<file path="src/pms_consts.svh">
`ifndef PMS_CONSTS_SVH
`define PMS_CONSTS_SVH

// ----------------------------------------
// clock and wake-up timing
// ----------------------------------------
`define PMS_CLK_PERIOD_NS 50
`define PMS_IDLE_WAKE_US 14
`define PMS_STBY_WAKE_US 151
`define PMS_SHDN_WAKE_US 1015
// longest times: integer division rounds down
`define PMS_IDLE_WAKE_CYC (`PMS_IDLE_WAKE_US * 1000 / `PMS_CLK_PERIOD_NS)
`define PMS_STBY_WAKE_CYC (`PMS_STBY_WAKE_US * 1000 / `PMS_CLK_PERIOD_NS)
`define PMS_SHDN_WAKE_CYC (`PMS_SHDN_WAKE_US * 1000 / `PMS_CLK_PERIOD_NS)
`define PMS_CNT_W 15

// ----------------------------------------
// widths and reset values
// ----------------------------------------
`define PMS_NUM_PADS 31
`define PMS_NUM_SRAM 4
`define PMS_PADS_RST 31'h0000_0000
`define PMS_SRAM_RST 4'h0

`endif

</file>
<file path="src/pms_pkg.sv">
package pms_pkg;

  typedef enum logic [4:0] {
    st_active  = 5'b0_0001,
    st_idle    = 5'b0_0010,
    st_standby = 5'b0_0100,
    st_shutdn  = 5'b0_1000,
    st_wake    = 5'b1_0000
  } pms_state_t;

  typedef enum logic [1:0] {
    mode_active  = 2'h0,
    mode_idle    = 2'h1,
    mode_standby = 2'h2,
    mode_shutdn  = 2'h3
  } pms_mode_t;

  typedef enum logic [1:0] {
    cause_none     = 2'h0,
    cause_por      = 2'h1,
    cause_pin      = 2'h2,
    cause_shdn_pin = 2'h3
  } pms_cause_t;

endpackage

</file>
<file path="src/pms_sync.sv">
`timescale 1ns/10ps

module pms_sync #(
  parameter int W = 1
) (
  input wire logic core_clk,
  input wire logic resetn,
  input wire logic [W-1:0] async_in,
  output logic [W-1:0] level
);

  logic [W-1:0] s1;
  logic [W-1:0] s2;
  logic [W-1:0] s3;
  logic [W-1:0] next_level;

  // a change counts once the second and third stages agree
  always_comb begin
    next_level = level;
    for (int i = 0; i < W; i++) begin
      if (s2[i] == s3[i]) begin
        next_level[i] = s3[i];
      end
    end
  end

  always_ff @(posedge core_clk or negedge resetn) begin
    if (!resetn) begin
      s1 <= '0;
      s2 <= '0;
      s3 <= '0;
      level <= '0;
    end else begin
      s1 <= async_in;
      s2 <= s1;
      s3 <= s2;
      level <= next_level;
    end
  end

endmodule

</file>
<file path="src/pms_sequencer.sv">
// Function
// - In active mode the core runs and enabled peripherals are clocked.
// - In idle mode peripheral clocks run while core and memory clocks stop.
// - Any interrupt in idle mode brings the device back to active.
// - In standby only the always-on domain keeps power.
// - Only a wake pin, a real-time-clock event or the reset pin ends standby.
// - Standby wake resumes the core without reset and keeps retained state.
// - All pads stay latched for the whole of standby.
// - Shutdown removes all power and holds pads at their entry values.
// - A level change on an enabled wake pin in shutdown wakes by reset.
// - The reset cause tells shutdown pin wake, reset pin and power-on apart.
// - Across shutdown only pad latches and nonvolatile memory survive.
// - The fast crystal reference is doubled to make the fast clock.
// - The slow internal oscillator is used when no slow crystal is fitted.
// - The core runs within 14 us of idle, 151.2 us of standby, 1015.2 us of off, counted from the wake input.
// - Software picks standby retention separately for each SRAM block.
`timescale 1ns/10ps
`include "pms_consts.svh"

module pms_sequencer #(
  parameter int unsigned SHDN_WAKE_CYC = `PMS_SHDN_WAKE_CYC
) (
  input wire logic core_clk,
  input wire logic resetn,
  input wire logic sw_req_valid,
  input wire logic [1:0] sw_req_mode,
  input wire logic irq_pending,
  input wire logic rtc_event,
  input wire logic reset_pin_n,
  input wire logic [`PMS_NUM_PADS-1:0] wake_pin,
  input wire logic [`PMS_NUM_PADS-1:0] wake_pin_en,
  input wire logic [`PMS_NUM_PADS-1:0] gpio_out,
  input wire logic [`PMS_NUM_SRAM-1:0] sram_retain_cfg,
  input wire logic slow_xtal_present,
  output logic [4:0] power_state,
  output logic cpu_run,
  output logic cpu_clk_en,
  output logic mem_clk_en,
  output logic periph_clk_en,
  output logic main_power_en,
  output logic always_on_domain_en,
  output logic periph_retain,
  output logic [`PMS_NUM_SRAM-1:0] sram_retain,
  output logic pad_latch,
  output logic [`PMS_NUM_PADS-1:0] pad_out,
  output logic core_reset,
  output logic [1:0] reset_cause,
  output logic fast_clk_doubler_en,
  output logic slow_internal_oscillator_sel
);

  // ----------------------------------------
  // input synchronisers
  // ----------------------------------------
  logic [1:0] ctl_level;
  logic [`PMS_NUM_PADS-1:0] pin_level;
  logic rtc_level;
  logic rst_pin_act;
  logic rtc_prev;
  logic rtc_rise;

  pms_sync #(.W(2)) u_ctl_sync (
    .core_clk(core_clk),
    .resetn(resetn),
    .async_in({rtc_event, ~reset_pin_n}),
    .level(ctl_level)
  );

  pms_sync #(.W(`PMS_NUM_PADS)) u_pin_sync (
    .core_clk(core_clk),
    .resetn(resetn),
    .async_in(wake_pin),
    .level(pin_level)
  );

  assign rtc_level = ctl_level[1];
  assign rst_pin_act = ctl_level[0];
  assign rtc_rise = rtc_level & ~rtc_prev;

  // ----------------------------------------
  // mode state machine
  // ----------------------------------------
  pms_pkg::pms_state_t state;
  pms_pkg::pms_state_t next_state;
  logic [`PMS_CNT_W-1:0] wake_cnt;
  logic [`PMS_CNT_W-1:0] next_wake_cnt;
  logic wake_is_reset;
  logic next_wake_is_reset;
  pms_pkg::pms_cause_t cause;
  pms_pkg::pms_cause_t next_cause;
  logic [`PMS_NUM_PADS-1:0] pin_ref;
  logic [`PMS_NUM_PADS-1:0] next_pin_ref;
  logic pin_change;

  // enabled wake pins that moved away from the level seen at entry
  assign pin_change = |((pin_level ^ pin_ref) & wake_pin_en);

  always_comb begin
    next_state = state;
    next_wake_cnt = wake_cnt;
    next_wake_is_reset = wake_is_reset;
    next_cause = cause;
    next_pin_ref = pin_ref;
    if (rst_pin_act) begin
      // reset pin wakes from every mode, shutdown included
      next_state = pms_pkg::st_wake;
      next_wake_cnt = `PMS_CNT_W'(SHDN_WAKE_CYC - 2);
      next_wake_is_reset = 1'b1;
      next_cause = pms_pkg::cause_pin;
    end else begin
      case (state)
        pms_pkg::st_active: begin
          next_pin_ref = pin_level;
          if (sw_req_valid) begin
            case (pms_pkg::pms_mode_t'(sw_req_mode))
              pms_pkg::mode_idle: next_state = pms_pkg::st_idle;
              pms_pkg::mode_standby: next_state = pms_pkg::st_standby;
              pms_pkg::mode_shutdn: next_state = pms_pkg::st_shutdn;
              default: next_state = pms_pkg::st_active;
            endcase
          end
        end
        pms_pkg::st_idle: begin
          if (irq_pending) begin
            next_state = pms_pkg::st_wake;
            next_wake_cnt = `PMS_CNT_W'(`PMS_IDLE_WAKE_CYC - 2);
            next_wake_is_reset = 1'b0;
          end
        end
        pms_pkg::st_standby: begin
          if (rtc_rise || pin_change) begin
            next_state = pms_pkg::st_wake;
            next_wake_cnt = `PMS_CNT_W'(`PMS_STBY_WAKE_CYC - 2);
            next_wake_is_reset = 1'b0;
          end
        end
        pms_pkg::st_shutdn: begin
          if (pin_change) begin
            next_state = pms_pkg::st_wake;
            next_wake_cnt = `PMS_CNT_W'(SHDN_WAKE_CYC - 2);
            next_wake_is_reset = 1'b1;
            next_cause = pms_pkg::cause_shdn_pin;
          end
        end
        pms_pkg::st_wake: begin
          if (wake_cnt == '0) begin
            next_state = pms_pkg::st_active;
            next_wake_is_reset = 1'b0;
          end else begin
            next_wake_cnt = wake_cnt - 1'b1;
          end
        end
        default: next_state = pms_pkg::st_wake;
      endcase
    end
  end

  // ----------------------------------------
  // outputs, decoded from the next state
  // ----------------------------------------
  logic next_cpu_clk_en;
  logic next_periph_clk_en;
  logic next_main_power_en;
  logic next_aon_en;
  logic next_pad_latch;
  logic [`PMS_NUM_PADS-1:0] next_pad_out;
  logic [`PMS_NUM_SRAM-1:0] next_sram_retain;
  logic next_periph_retain;
  logic next_core_reset;

  always_comb begin
    next_cpu_clk_en = (next_state == pms_pkg::st_active);
    next_periph_clk_en = (next_state == pms_pkg::st_active) ||
      (next_state == pms_pkg::st_idle);
    next_main_power_en = (next_state != pms_pkg::st_standby) &&
      (next_state != pms_pkg::st_shutdn);
    next_aon_en = (next_state != pms_pkg::st_shutdn);
    next_pad_latch = (next_state == pms_pkg::st_standby) ||
      (next_state == pms_pkg::st_shutdn) ||
      (pad_latch && next_wake_is_reset);
    // pads keep their last value while latched
    next_pad_out = pad_latch ? pad_out : gpio_out;
    if (next_pad_latch && next_state == pms_pkg::st_wake &&
        !next_wake_is_reset) begin
      next_pad_latch = 1'b0;
    end
    case (next_state)
      pms_pkg::st_standby: next_sram_retain = sram_retain_cfg;
      pms_pkg::st_shutdn: next_sram_retain = '0;
      default: next_sram_retain = {`PMS_NUM_SRAM{1'b1}};
    endcase
    // shutdown or reset wake drops peripheral state
    next_periph_retain = (next_state != pms_pkg::st_shutdn) &&
      !next_wake_is_reset;
    next_core_reset = next_wake_is_reset;
  end

  always_ff @(posedge core_clk or negedge resetn) begin
    if (!resetn) begin
      state <= pms_pkg::st_wake;
      wake_cnt <= `PMS_CNT_W'(SHDN_WAKE_CYC - 2);
      wake_is_reset <= 1'b1;
      cause <= pms_pkg::cause_por;
      pin_ref <= `PMS_PADS_RST;
      rtc_prev <= 1'b0;
      cpu_clk_en <= 1'b0;
      periph_clk_en <= 1'b0;
      main_power_en <= 1'b1;
      always_on_domain_en <= 1'b1;
      pad_latch <= 1'b0;
      pad_out <= `PMS_PADS_RST;
      sram_retain <= `PMS_SRAM_RST;
      periph_retain <= 1'b0;
      core_reset <= 1'b1;
      fast_clk_doubler_en <= 1'b1;
      slow_internal_oscillator_sel <= 1'b1;
    end else begin
      state <= next_state;
      wake_cnt <= next_wake_cnt;
      wake_is_reset <= next_wake_is_reset;
      cause <= next_cause;
      pin_ref <= next_pin_ref;
      rtc_prev <= rtc_level;
      cpu_clk_en <= next_cpu_clk_en;
      periph_clk_en <= next_periph_clk_en;
      main_power_en <= next_main_power_en;
      always_on_domain_en <= next_aon_en;
      pad_latch <= next_pad_latch;
      pad_out <= next_pad_out;
      sram_retain <= next_sram_retain;
      periph_retain <= next_periph_retain;
      core_reset <= next_core_reset;
      fast_clk_doubler_en <= next_main_power_en;
      slow_internal_oscillator_sel <= ~slow_xtal_present;
    end
  end

  assign power_state = state;
  assign cpu_run = cpu_clk_en;
  assign mem_clk_en = cpu_clk_en;
  assign reset_cause = cause;
endmodule

</file>
<file path="config.mk">
export PLATFORM = sky130hd
export DESIGN_NAME = pms_sequencer
export DESIGN_NICKNAME = d
export VERILOG_FILES = /design/src/pms_pkg.sv /design/src/pms_sync.sv /design/src/pms_sequencer.sv
export VERILOG_INCLUDE_DIRS = /design/src
export SDC_FILE = /design/constraint.sdc
export NUM_CORES = 1
export LEC_CHECK = 0
export BUFFER_PORTS_ARGS = -buffer_cell sky130_fd_sc_hd__buf_4
export CAP_MARGIN = 25
export CORE_UTILIZATION = 59
export CTS_CLUSTER_SIZE = 40
export DETAILED_ROUTE_END_ITERATION = 16
export GPL_ROUTABILITY_DRIVEN = 0
export GPL_TIMING_DRIVEN = 0
export HOLD_SLACK_MARGIN = 0.1
export PLACE_DENSITY = 0.84
export SLEW_MARGIN = 10
export SYNTH_ARGS = -nofsm -noshare
export SYNTH_HDL_FRONTEND = slang
export SYNTH_SLANG_ARGS = --single-unit
</file>
<file path="constraint.sdc">
create_clock -name core_clk -period 6.9 [get_ports core_clk]
set_input_delay 0 -clock core_clk [delete_from_list [all_inputs] [get_ports core_clk]]
set_output_delay 0 -clock core_clk [all_outputs]
set_load 0.05 [all_outputs]
</file>
**Word level (Yosys, flattened, before mapping)**

Cells that the tools add are included.

- Add/sub/neg operators: 1
- Equality and inequality tests: 52
- Multiplexer cells: 25
- Bitwise logic cells: 7
- Reductions and logical operators: 18

Operators with widths:

| kind | number |
|---|---|
| $mux 15 | 5 |
| $pmux 15 s4 | 1 |
| $eq 1x1->1 | 33 |
| $and 31x31->31 | 1 |
| $reduce_or 31->1 | 1 |
| $xor 31x31->31 | 1 |
| $mux 5 | 6 |
| $pmux 5 s5 | 1 |
| $logic_not 15->1 | 1 |
| $sub 15x1->15 const B | 1 |
| $ne 3x2->1 const B | 4 |
| $pmux 4 s3 | 1 |
| $eq 5x1->1 const B | 2 |
| $eq 5x2->1 const B | 2 |
| $eq 5x3->1 const B | 2 |
| $eq 5x4->1 const B | 2 |
| $eq 5x5->1 const B | 2 |
| $pmux 4 s2 | 1 |
| $mux 1 | 6 |
| $mux 2 | 3 |
| $logic_and 1x1->1 | 5 |
| $ne 5x3->1 const B | 1 |
| $ne 5x4->1 const B | 1 |
| $reduce_and 5->1 | 1 |
| 10 further kinds | 19 |

- Register bits after elaboration: 229
- Bits of input ports: 106
- Logic and storage cells: 157

**Depth between registers and ports, before layout**

Gate-level depths: netlist of the first run.

- Depth after elaboration: 13
- Depth in mapped cells: 11
- Gate-level depth less buffers: 10

**Modules after synthesis**

From an unflattened synthesis of the first run, not the netlist that was laid out.

- Cells, all modules: 559
- Area, all modules: 8356.8 sq um

Modules (own cells, without submodules):

| module | times used | cells each | area an instance (sq um) | seq. area each (sq um) |
|---|---|---|---|---|
| pms_sequencer | 1 | 394 | 4682.0 | 2444.8 |
| pms_sync (u_pin_sync) | 1 | 155 | 3452.1 | 3103.0 |
| pms_sync (u_ctl_sync) | 1 | 10 | 222.7 | 200.2 |

**Worst setup path before layout of the first run**

No wires, ideal clock.

- Kind: register -> register
- Start point: register state[4], in the netlist power_state[4]
- End point: register wake_cnt[13]
- Data arrival time: 2.574 ns
- Required time: 6.790 ns
- Slack: 4.215 ns
- Cell stages (with the launch flop): 9
- Buffers on the path: 1
- Path through: dfstp_2 > clkbuf_1 > nor2b_1 > o21ai_2 > a2111oi_4 > or3_4 > o32ai_4 > or2b_2 > o41ai_1

- Word-level cells in the longest chain between the ends: 3

Ends and longest elaborated chain:

| what | RTL line | RTL |
|---|---|---|
| start: declaration | pms_sequencer.sv:83 | `pms_pkg::pms_state_t state;` |
| start signal: assignment | pms_sequencer.sv:200 | `state <= pms_pkg::st_wake;` |
| start signal: assignment | pms_sequencer.sv:218 | `state <= next_state;` |
| $eq 5x5->1 (tied with other cells) | pms_sequencer.sv:111 | `case (state)` |
| $ne 3x2->1 (no source line) (tied with other cells) | - |  |
| $reduce_and 5->1 (no source line) / $mux 15 (equally long branches) | - |  |
| end signal: assignment | pms_sequencer.sv:201 | `` wake_cnt <= `PMS_CNT_W'(SHDN_WAKE_CYC - 2); `` |
| end signal: assignment | pms_sequencer.sv:219 | `wake_cnt <= next_wake_cnt;` |
| end: declaration | pms_sequencer.sv:85 | `` logic [`PMS_CNT_W-1:0] wake_cnt; `` |

Several ways; a longest one is shown, not always the timed one.
A chain may end at the register's enable or synchronous reset.

**Worst setup path after layout of the first run**

- Start point: register wake_cnt[1]
- End point: register wake_cnt[12]

- Word-level cells in the longest chain between the ends: 4

Ends and longest elaborated chain:

| what | RTL line | RTL |
|---|---|---|
| $sub 15x1->15 | pms_sequencer.sv:150 | `next_wake_cnt = wake_cnt - 1'b1;` |
| $mux 15 | pms_sequencer.sv:146 | `if (wake_cnt == '0) begin` |
| $pmux 15 s4 | pms_sequencer.sv:111 |  |
| $mux 15 | pms_sequencer.sv:104 | `if (rst_pin_act) begin` |

Several ways; a longest one is shown, not always the timed one. The select of a mux whose other input is x is not followed.

==> results of run 1 <==
metrics by stage:
step / std cells / util / total power (W) / hold WS, ps
2_1_floorplan: 561 / - / 0.00157 / -296
6_report: 1016 / 0.818 / 0.00301 / 116
3_5_place_dp: 900 / 0.706 / 0.00170 / 99.0
3_3_place_gp: 899 / 0.703 / 0.00168 / 110
4_1_cts: 1016 / 0.818 / 0.00301 / 125
5_1_grt: 1016 / 0.818 / 0.00311 / 131
final cells by class:
type	instances	area share
buffer	22	0.00940
multi-input combinational	301	0.214
inverter	9	0.00299
timing repair buffer	233	0.173
clock buffer	34	0.0625
sequential	229	0.508
tap	180	0.0199
clock inverter	8	0.00929
critical path, stage by stage, from the launching register on:
cell and delay, ps:
dfstp_2 540, inv_1 100, ha_1 190, nor4b_1 140
nand3_1 170, o21ai_2 110, a2111oi_4 530, or3_4 230
o32ai_4 120, or2b_2 400, o31ai_1 280
state kept, by name, indices dropped and copies added, names as in the netlist, 2 cells and up:
name              cells
pad_out              31
pin_ref              31
u_pin_sync.level     31
u_pin_sync.s1        31
u_pin_sync.s2        31
u_pin_sync.s3        31
wake_cnt             15
power_state           5
sram_retain           4
reset_cause           2
u_ctl_sync.level      2
u_ctl_sync.s1         2
u_ctl_sync.s2         2
u_ctl_sync.s3         2
power by group through the flow:
stage / clock network (W) / registers (W) / logic (W)
finish: 0.00130 / 0.00146 / 0.000259
global route: 0.00137 / 0.00146 / 0.000280
CTS: 0.00130 / 0.00145 / 0.000255
detailed placement: 0 / 0.00148 / 0.000218
global placement: 0 / 0.00147 / 0.000207
floorplan: 0 / 0.00150 / 0.0000746
how the worst max path moves through the flow:
stage	start	slack, ps	endpoint
after floorplan	power_state[4]	4220	wake_cnt[13]
after global placement	wake_cnt[1]	4160	wake_cnt[13]
after detailed placement	wake_cnt[1]	3990	wake_cnt[12]
after CTS	wake_cnt[1]	3970	wake_cnt[12]
after global routing	wake_cnt[1]	3770	wake_cnt[13]
final	wake_cnt[1]	3950	wake_cnt[12]
cell families after synthesis:
| family | count (synthesis) | synth area share |
|---|---|---|
| xor+xnor | 34 | 0.0358 |
| compound gates | 69 | 0.0629 |
| flops | 229 | 0.692 |
| simple gates | 97 | 0.0613 |
| buf+inv | 31 | 0.0169 |
| mux | 66 | 0.0888 |
| fa+ha+maj | 35 | 0.0428 |
routing by layer:
layer	up-vias	part of all wire
li1	2478	-
met1	2822	0.37
met2	215	0.55
met3	59	0.046
met4	0	0.036
met5	-	0
placed cells by master, fill, tap and decap left out, types with 3 or more instances in the layout:
cell type / synthesis / routed
nand3_1: 12 / 12
nand2b_1: 6 / 6
buf_1: 3 / 3
mux2i_1: 4 / 4
xor2_1: 32 / 32
nor3_1: 6 / 6
clkinv_2: 0 / 5
clkbuf_1: 14 / 16
dfstp_2: 14 / 14
clkbuf_8: 0 / 9
and2_1: 4 / 4
inv_1: 9 / 9
mux2_2: 62 / 62
dlygate4sd3_1: 0 / 74
o21ai_0: 5 / 5
nand4_1: 4 / 4
buf_4: 3 / 160
a22oi_1: 14 / 14
dfrtp_1: 215 / 215
or3_1: 4 / 4
a31oi_1: 4 / 4
nor2_1: 33 / 33
nand2_1: 9 / 9
maj3_1: 33 / 33
clkbuf_16: 0 / 23
a21oi_1: 13 / 13
nor2b_1: 3 / 3
o21ai_1: 6 / 6
o31ai_1: 3 / 3
what timing repair did:
action	4_1_cts	5_1_grt
setup buffers	0	0
endpoints found under the hold margin	179	0
hold buffers	74	0
==> impl_metrics.env, run 1 <==
export IMPL_ioPinCount=159
export IMPL_clockBufferDepth=3
export IMPL_fin_setup_tns_ps=0
export IMPL_use_met1=0.333
export IMPL_r2r_end="wake_cnt[12]"
export IMPL_routed_wl_um=19700
export IMPL_grt_most_used_layer="met2"
export IMPL_synth_ff_type="dfrtp_1"
export IMPL_clock_sinks=229
export IMPL_post_place_ws_ps=3990
export IMPL_ctsResizeCount=0
export IMPL_r2r_cells=10
export IMPL_n_antenna_cell=0
export IMPL_hpwlAfterDp_um=11100
export IMPL_synth_cell_type_count=60
export IMPL_status="complete, no violations"
export IMPL_avgSynthCellArea_um2=14.8
export IMPL_drt_initial_drc_count=361
export IMPL_vias_per_cell=5.49
export IMPL_period_needed_ps=2950
export IMPL_cts_tree="yes"
export IMPL_critPathKind="flop to flop"
export IMPL_ys_warn_count=0
export IMPL_floorplan_die_area_um2=14600
export IMPL_drt_wirelength_per_cell_um=19.4
export IMPL_synth_edff_count=0
export IMPL_layout_drive_gt1_share=0.350
export IMPL_power_leakage_nw=5.20
export IMPL_p_seq_frac=0.484
export IMPL_hold_path_class="primary input to asynchronous set/reset pin"
export IMPL_synth_top_cells_by_count="dfrtp_1 (215), mux2_2 (62), maj3_1 (33), nor2_1 (33), xor2_1 (32)"
export IMPL_ys_ff_latch=229
export IMPL_max_freq_mhz=339
export IMPL_synth_top_area_share=0.647
export IMPL_setup_slack_ps=3950
export IMPL_tightest_slew_ps=855
export IMPL_core_um2=13800
export IMPL_hold_viol=0
export IMPL_maxCapViolCount=0
export IMPL_ys_seq_area_frac=0.692
export IMPL_row_count=43
export IMPL_start_util=0.601
export IMPL_cts_root_buffer="clkbuf_16"
export IMPL_grt_max_degree=123
export IMPL_antenna_found_initial=0
export IMPL_switchingPower_w=0.000688
export IMPL_worst_endpoint_required_ps=7290
export IMPL_grt_pass1_vias=6151
export IMPL_critPathMaxFanout=6
export IMPL_place_area_um2=9760
export IMPL_met3_usage=0.0420
export IMPL_synth_largest_area_cell="dfrtp_1"
export IMPL_grt_use_total=0.284
export IMPL_rsz0062_at_grt="no"
export IMPL_fill_cells=701
export IMPL_finalCritPeriodShare=0.427
export IMPL_h_tree_depth=1
export IMPL_met2_usage=0.526
export IMPL_endpoint_kind="flop"
export IMPL_final_area_um2=11300
export IMPL_dr_pass1_iters=7
export IMPL_dr_total_vias=5574
export IMPL_synthesis_area_um2=8310
export IMPL_grt_pass1_wl_um=31600
export IMPL_cts_buffers=23
export IMPL_reg2reg_from="wake_cnt[1]"
export IMPL_clkLatencyLatePin_ps=510
export IMPL_ir_drop_mv=0.205
export IMPL_die_w_um=121
export IMPL_powerDensity_nw_per_um2=266
export IMPL_fin_skew_ps=21.9
export IMPL_slew_violations=0
export IMPL_p_sw_frac=0.228
export IMPL_netlist_instances=561
export IMPL_clkTransAtPathRegs_ps=70
export IMPL_setup_violations=0
export IMPL_io_buffers=158
export IMPL_drc=0
export IMPL_nNetsFinal=927
export IMPL_regToRegSetupSlack_ps=3950
export IMPL_synth_most_common_cell="dfrtp_1"
export IMPL_seqCellArea_um2=5750
export IMPL_p_int_w=0.00233
export IMPL_critPathLaunchType="flop"
export IMPL_syn2layout_area_growth_pct=36.1
export IMPL_pwr_share_comb=0.086
export IMPL_synth_area_leaders="dfrtp_1 (65%), mux2_2 (8.4%), dfstp_2 (4.4%)"
export IMPL_ant_nets=0
export IMPL_grt_ovfl_total=0
export IMPL_multi_input_area_um2=2420
export IMPL_worstPathArrival_ps=3330
export IMPL_max_slew_margin_rel=0.430
export IMPL_async_flop_share=1.00
export IMPL_clock_power_share=0.430
export IMPL_synth_fp_nets=669
export IMPL_die_h_um=121
No activity file was read; power rests on OpenSTA's default activity.
==> inputs of run 2 (changes only) <==
--- a/config.mk
+++ b/config.mk
@@ -8,13 +8,13 @@
 export LEC_CHECK = 0
 export BUFFER_PORTS_ARGS = -buffer_cell sky130_fd_sc_hd__buf_4
 export CAP_MARGIN = 25
-export CORE_UTILIZATION = 59
+export CORE_UTILIZATION = 49
 export CTS_CLUSTER_SIZE = 40
 export DETAILED_ROUTE_END_ITERATION = 16
 export GPL_ROUTABILITY_DRIVEN = 0
 export GPL_TIMING_DRIVEN = 0
 export HOLD_SLACK_MARGIN = 0.1
-export PLACE_DENSITY = 0.84
+export PLACE_DENSITY = 0.75
 export SLEW_MARGIN = 10
 export SYNTH_ARGS = -nofsm -noshare
 export SYNTH_HDL_FRONTEND = slang
==> constraint.sdc (replaced) <==
create_clock -name core_clk -period 2.7 [get_ports core_clk]
set_input_delay 0 -clock core_clk [delete_from_list [all_inputs] [get_ports core_clk]]
set_output_delay 0 -clock core_clk [all_outputs]
set_load 0.05 [all_outputs]
==> run 2 against run 1 <==
Effect of this change: die area increased by 20%; clock skew decreased by 2.5 ps; clock power increased to 2.5 times the previous value; maximum frequency increased by 12%; count of clock-buffer cells in the layout decreased by 2; critical path depth decreased by 1; register-to-register slack got worse by 3900 ps; critical endpoint unchanged.
==> impl_metrics.env, run 2 (synthesis results as in run 1) <==
export IMPL_row_count=47
export IMPL_critPathMaxFanout=10
export IMPL_hold_viol=0
export IMPL_clockBufferDepth=3
export IMPL_rsz0062_at_grt="yes"
export IMPL_hold_path_class="primary input to flop"
export IMPL_slew_violations=0
export IMPL_h_tree_depth=1
export IMPL_ant_nets=0
export IMPL_power_leakage_nw=5.23
export IMPL_nNetsFinal=930
export IMPL_io_buffers=158
export IMPL_cts_buffers=24
export IMPL_syn2layout_area_growth_pct=37.9
export IMPL_drt_initial_drc_count=197
export IMPL_cpMostUsedCell="or3_4"
export IMPL_critPathKind="flop to flop"
export IMPL_mostFrequentLayoutCells="dfrtp_1 (215), buf_4 (162), dlygate4sd3_1 (74), mux2_2 (62), maj3_1 (33)"
export IMPL_clock_sinks=229
export IMPL_fill_cells=1107
export IMPL_clkLatencyLatePin_ps=520
export IMPL_antenna_found_initial=0
export IMPL_worstPathArrival_ps=3040
export IMPL_dr_total_vias=5385
export IMPL_clkTransAtPathRegs_ps=60
export IMPL_cpPeakStageDelay_ps=450
export IMPL_die_w_um=132
export IMPL_ioPinCount=159
export IMPL_hpwlAfterDp_um=11100
export IMPL_critPathLaunchType="flop"
export IMPL_ir_drop_mv=0.493
export IMPL_routed_wl_um=17300
export IMPL_layout_drive_gt1_share=0.367
export IMPL_setup_slack_ps=71.0
export IMPL_core_um2=16600
export IMPL_die_h_um=132
export IMPL_slowest_stage="or4_4"
export IMPL_tightest_slew_ps=617
export IMPL_maxCapViolCount=0
export IMPL_status="complete, no violations"
export IMPL_finalPower_w=0.00765
export IMPL_powerDensity_nw_per_um2=668
export IMPL_post_place_ws_ps=-125
export IMPL_fin_skew_ps=19.4
export IMPL_vias_per_cell=5.08
export IMPL_grt_use_total=0.208
export IMPL_cts_tree="yes"
export IMPL_grt_ovfl_total=0
export IMPL_max_freq_mhz=380
export IMPL_grt_pass1_wl_um=29200
export IMPL_drc=0
export IMPL_period_needed_ps=2630
export IMPL_dr_pass1_iters=4
export IMPL_floorplan_die_area_um2=17500
export IMPL_finalCritPeriodShare=0.974
export IMPL_n_antenna_cell=0
export IMPL_cts_root_buffer="clkbuf_16"
export IMPL_drt_wirelength_per_cell_um=16.3
export IMPL_grt_pass1_vias=5798
export IMPL_start_util=0.501
export IMPL_endpoint_kind="flop"
export IMPL_crit_family="simple AND/OR/NAND/NOR gates"
export IMPL_path_cells="or3_4, or4_4, o21ai_4, a2111oi_4, or3_4, o32ai_4, buf_8, o21ai_2, o31ai_1"
export IMPL_layout_commonest_cell="dfrtp_1"
export IMPL_grt_max_degree=90
export IMPL_max_slew_margin_rel=0.585
export IMPL_worst_endpoint_required_ps=3110
export IMPL_setup_violations=0
export IMPL_cp_num_buf_inv=1
run 2: layout make-up:
type	instances	area, µm²	area share
tap	220	275	0.0240
clock inverter	12	148	0.0129
multi-input combinational	301	2470	0.216
inverter	9	33.8	0.00295
timing repair buffer	236	2000	0.175
sequential	229	5750	0.502
buffer	21	106	0.00928
clock buffer	32	671	0.0585
run 2: what timing repair did:
item	in CTS	in global routing
endpoints found under the hold margin	207	0
setup buffers	1	1
gates resized for setup	3	11
cloned	0	0
hold buffers	74	0
setup endpoints to repair	21	21
pin swaps	1	3
run 2: power breakdown:
part | switching, W | internal [W] | leakage (nW)
clock network | 0.00133 | 0.00196 | 0.397
logic | 0.000321 | 0.000326 | 2.09
registers | 0.000109 | 0.00361 | 2.74
total | 0.00176 | 0.00589 | 5.23
run 2: metrics by stage:
step	cell area [µm²]	hold slack, ps	TNS, ps	utilization	instances
after global routing	11500	118	-21.5	0.691	1060
final	11500	105	0	0.691	1060
after floorplan	8310	-296	0	-	561
after detailed placement	9840	-2.87	-663	0.593	941
after CTS	11400	102	0	0.688	1060
after global placement	9770	109	-63.2	0.589	939
run 2: worst paths after layout:
kind                       depth (start not counted)  slack [ps]                 to             start
max                                                9          70       wake_cnt[12]      wake_cnt[10]
min                                                5         100     power_state[0]    sw_req_mode[1]
max reg2reg                                        9          70       wake_cnt[12]      wake_cnt[10]
min reg2reg                                        0         350   u_pin_sync.s2[7]  u_pin_sync.s1[7]
max in group asynchronous                          5         910        wake_cnt[8]            resetn
min in group asynchronous                          3         580  u_pin_sync.s3[10]            resetn
run 2: worst reg2reg max path, stage by stage (launching register included):
cell,delay (ps)
dfstp_2,380
or3_4,420
or4_4,460
o21ai_4,190
a2111oi_4,100
or3_4,400
o32ai_4,260
buf_8,210
o21ai_2,80
o31ai_1,70
run 2: metal layers:
metal / GRT usage / vias to the layer above / routed length, µm
met5: 0 / - / 0
met3: 0.0361 / 37 / 765
li1: - / 2490 / -
met2: 0.368 / 162 / 9130
met4: 0.0722 / 0 / 486
met1: 0.259 / 2696 / 6890
==> inputs of run 3 (changes only) <==
--- a/config.mk
+++ b/config.mk
@@ -7,14 +7,13 @@
 export NUM_CORES = 1
 export LEC_CHECK = 0
 export BUFFER_PORTS_ARGS = -buffer_cell sky130_fd_sc_hd__buf_4
-export CAP_MARGIN = 25
-export CORE_UTILIZATION = 49
+export CORE_UTILIZATION = 55
 export CTS_CLUSTER_SIZE = 40
 export DETAILED_ROUTE_END_ITERATION = 16
 export GPL_ROUTABILITY_DRIVEN = 0
 export GPL_TIMING_DRIVEN = 0
 export HOLD_SLACK_MARGIN = 0.1
-export PLACE_DENSITY = 0.75
+export PLACE_DENSITY = 0.79
 export SLEW_MARGIN = 10
 export SYNTH_ARGS = -nofsm -noshare
 export SYNTH_HDL_FRONTEND = slang
==> constraint.sdc (replaced) <==
create_clock -name core_clk -period 3 [get_ports core_clk]
set_input_delay 0 -clock core_clk [delete_from_list [all_inputs] [get_ports core_clk]]
set_output_delay 0 -clock core_clk [all_outputs]
set_load 0.05 [all_outputs]
==> run 3 against run 2 <==
Effect of this change: clock power shrank 8.8%; cell area shrank 0.49%; via count grew 1.1%; count of clock-buffer cells in the layout shrank 1; highest routed layer unchanged; worst setup slack gained 99 ps; maximum frequency shrank 7.1%; sequential share of layout area grew 0.25 points; critical endpoint is now pin_ref[4]; routed wire length grew 3.7%; sequential power shrank 10%; the flow now finishes with violations (DRC); clock skew grew 4.8 ps.
==> impl_metrics.env, run 3 (synthesis results as in run 1) <==
export IMPL_status="finished, violations left"
export IMPL_violations="DRC"
export IMPL_nNetsFinal=933
export IMPL_cp_num_buf_inv=2
export IMPL_syn2layout_area_growth_pct=37.2
export IMPL_setup_violations=0
export IMPL_rsz0062_at_grt="no"
export IMPL_clkLatencyLatePin_ps=530
export IMPL_layout_drive_gt1_share=0.353
export IMPL_period_needed_ps=2830
export IMPL_grt_use_total=0.243
export IMPL_io_buffers=158
export IMPL_worstPathArrival_ps=3220
export IMPL_clock_sinks=229
export IMPL_dr_pass1_iters=11
export IMPL_drt_wirelength_per_cell_um=17.4
export IMPL_reg2reg_from="power_state[2]"
export IMPL_n_antenna_cell=0
export IMPL_hpwlAfterDp_um=10800
export IMPL_worstHoldPathCells=2
export IMPL_ant_nets=0
export IMPL_r2r_cells=6
export IMPL_layout_commonest_cell="dfrtp_1"
export IMPL_min_from="wake_pin[18]"
export IMPL_ctsResizeCount=0
export IMPL_vias_per_cell=5.30
export IMPL_die_h_um=125
export IMPL_grt_pass1_vias=5998
export IMPL_slew_violations=0
export IMPL_critPathMaxFanout=10
export IMPL_grt_ovfl_total=0
export IMPL_clkTransAtPathRegs_ps=70
export IMPL_routed_wl_um=17900
export IMPL_fin_setup_tns_ps=0
export IMPL_grt_max_degree=107
export IMPL_powerDensity_nw_per_um2=608
export IMPL_ir_drop_mv=0.626
export IMPL_regToRegSetupSlack_ps=170
export IMPL_holdPathEnd="u_pin_sync.s1[18]"
export IMPL_start_util=0.568
export IMPL_fin_skew_ps=24.3
export IMPL_drc=8
export IMPL_drt_initial_drc_count=244
export IMPL_die_w_um=125
export IMPL_mostFrequentLayoutCells="dfrtp_1 (215), buf_4 (162), dlygate4sd3_1 (75), mux2_2 (62)"
export IMPL_crit_family="simple AND/OR/NAND/NOR gates"
export IMPL_cts_tree="yes"
export IMPL_maxCapViolCount=0
export IMPL_critPathKind="flop to flop"
export IMPL_r2r_end="pin_ref[4]"
export IMPL_dr_total_vias=5445
export IMPL_antenna_found_initial=0
export IMPL_max_freq_mhz=353
export IMPL_worst_endpoint_required_ps=3390
export IMPL_path_cells="clkbuf_1, nor2_1, nand4bb_1, nor2_1, clkbuf_1, mux2_2"
export IMPL_utilization=0.779
export IMPL_grt_pass1_wl_um=30000
export IMPL_hold_path_class="primary input to flop"
export IMPL_cpPeakStageDelay_ps=690
export IMPL_critPathLaunchType="flop"
export IMPL_cts_buffers=24
export IMPL_tightest_slew_ps=855
export IMPL_cts_root_buffer="clkbuf_16"
export IMPL_clockBufferDepth=3
export IMPL_row_count=44
export IMPL_floorplan_die_area_um2=15600
export IMPL_power_leakage_nw=5.23
export IMPL_hold_viol=0
export IMPL_finalCritPeriodShare=0.943
export IMPL_core_um2=14600
export IMPL_h_tree_depth=1
export IMPL_ioPinCount=159
export IMPL_endpoint_kind="flop"
export IMPL_slowest_stage="clkbuf_1"
export IMPL_max_slew_margin_rel=0.430
## run 3: final cells by class
cell class	count	area (µm²)
clock inverters	13	159
inverters	9	33.8
clock buffers	31	667
plain buffers	22	106
repair buffers	238	2030
fillers	782	3240
flip-flops and latches	229	5750
well taps	184	230
multi-input cells	301	2420
## run 3: metal layers
metal,vias up,track usage,share of wire
li1,2496,-,-
met1,2737,0.293,0.39
met2,165,0.441,0.54
met3,47,0.0411,0.039
met4,0,0.0904,0.033
met5,-,0,0
## run 3: worst max-delay path by stage
stage / from / to / slack [ps] / depth (start not counted)
2_1_floorplan: power_state[4] / wake_cnt[13] / 320 / 8
3_3_place_gp: wake_cnt[1] / wake_cnt[13] / 250 / 10
3_5_place_dp: wake_cnt[1] / wake_cnt[13] / 170 / 10
4_1_cts: wake_cnt[1] / wake_cnt[13] / 140 / 10
5_1_grt: power_state[2] / pin_ref[4] / 10 / 6
6_report: power_state[2] / pin_ref[4] / 170 / 6
## run 3: timing repair
item / in CTS / in global routing
hold endpoints to repair: 301 / 0
hold buffers: 76 / 0
endpoints found under the setup margin: 0 / 1
buffers inserted: 0 / 2
## run 3: report_power, final
group          internal (W)  switching, W
registers           0.00325     0.0000990
clock network       0.00177       0.00123
logic              0.000296      0.000295
## run 3: metrics by stage
step | std cells | worst slack, ps | instance area [µm²] | hold WS, ps | power [W]
after global routing | 1027 | 11.7 | 11400 | 112 | 0.00718
after detailed placement | 905 | 173 | 9790 | -121 | 0.00390
final | 1027 | 170 | 11400 | 124 | 0.00693
after floorplan | 561 | 315 | 8310 | -296 | 0.00362
after global placement | 903 | 253 | 9730 | 109 | 0.00386
after CTS | 1025 | 142 | 11400 | 106 | 0.00698
## run 3: worst register-to-register path: cells and delay by family, from the launching register on
family,cells,cell delay [ps]
buffers and inverters,2,940
AND/OR/NAND/NOR,3,940
multiplexers,1,420
flip-flops,1,390
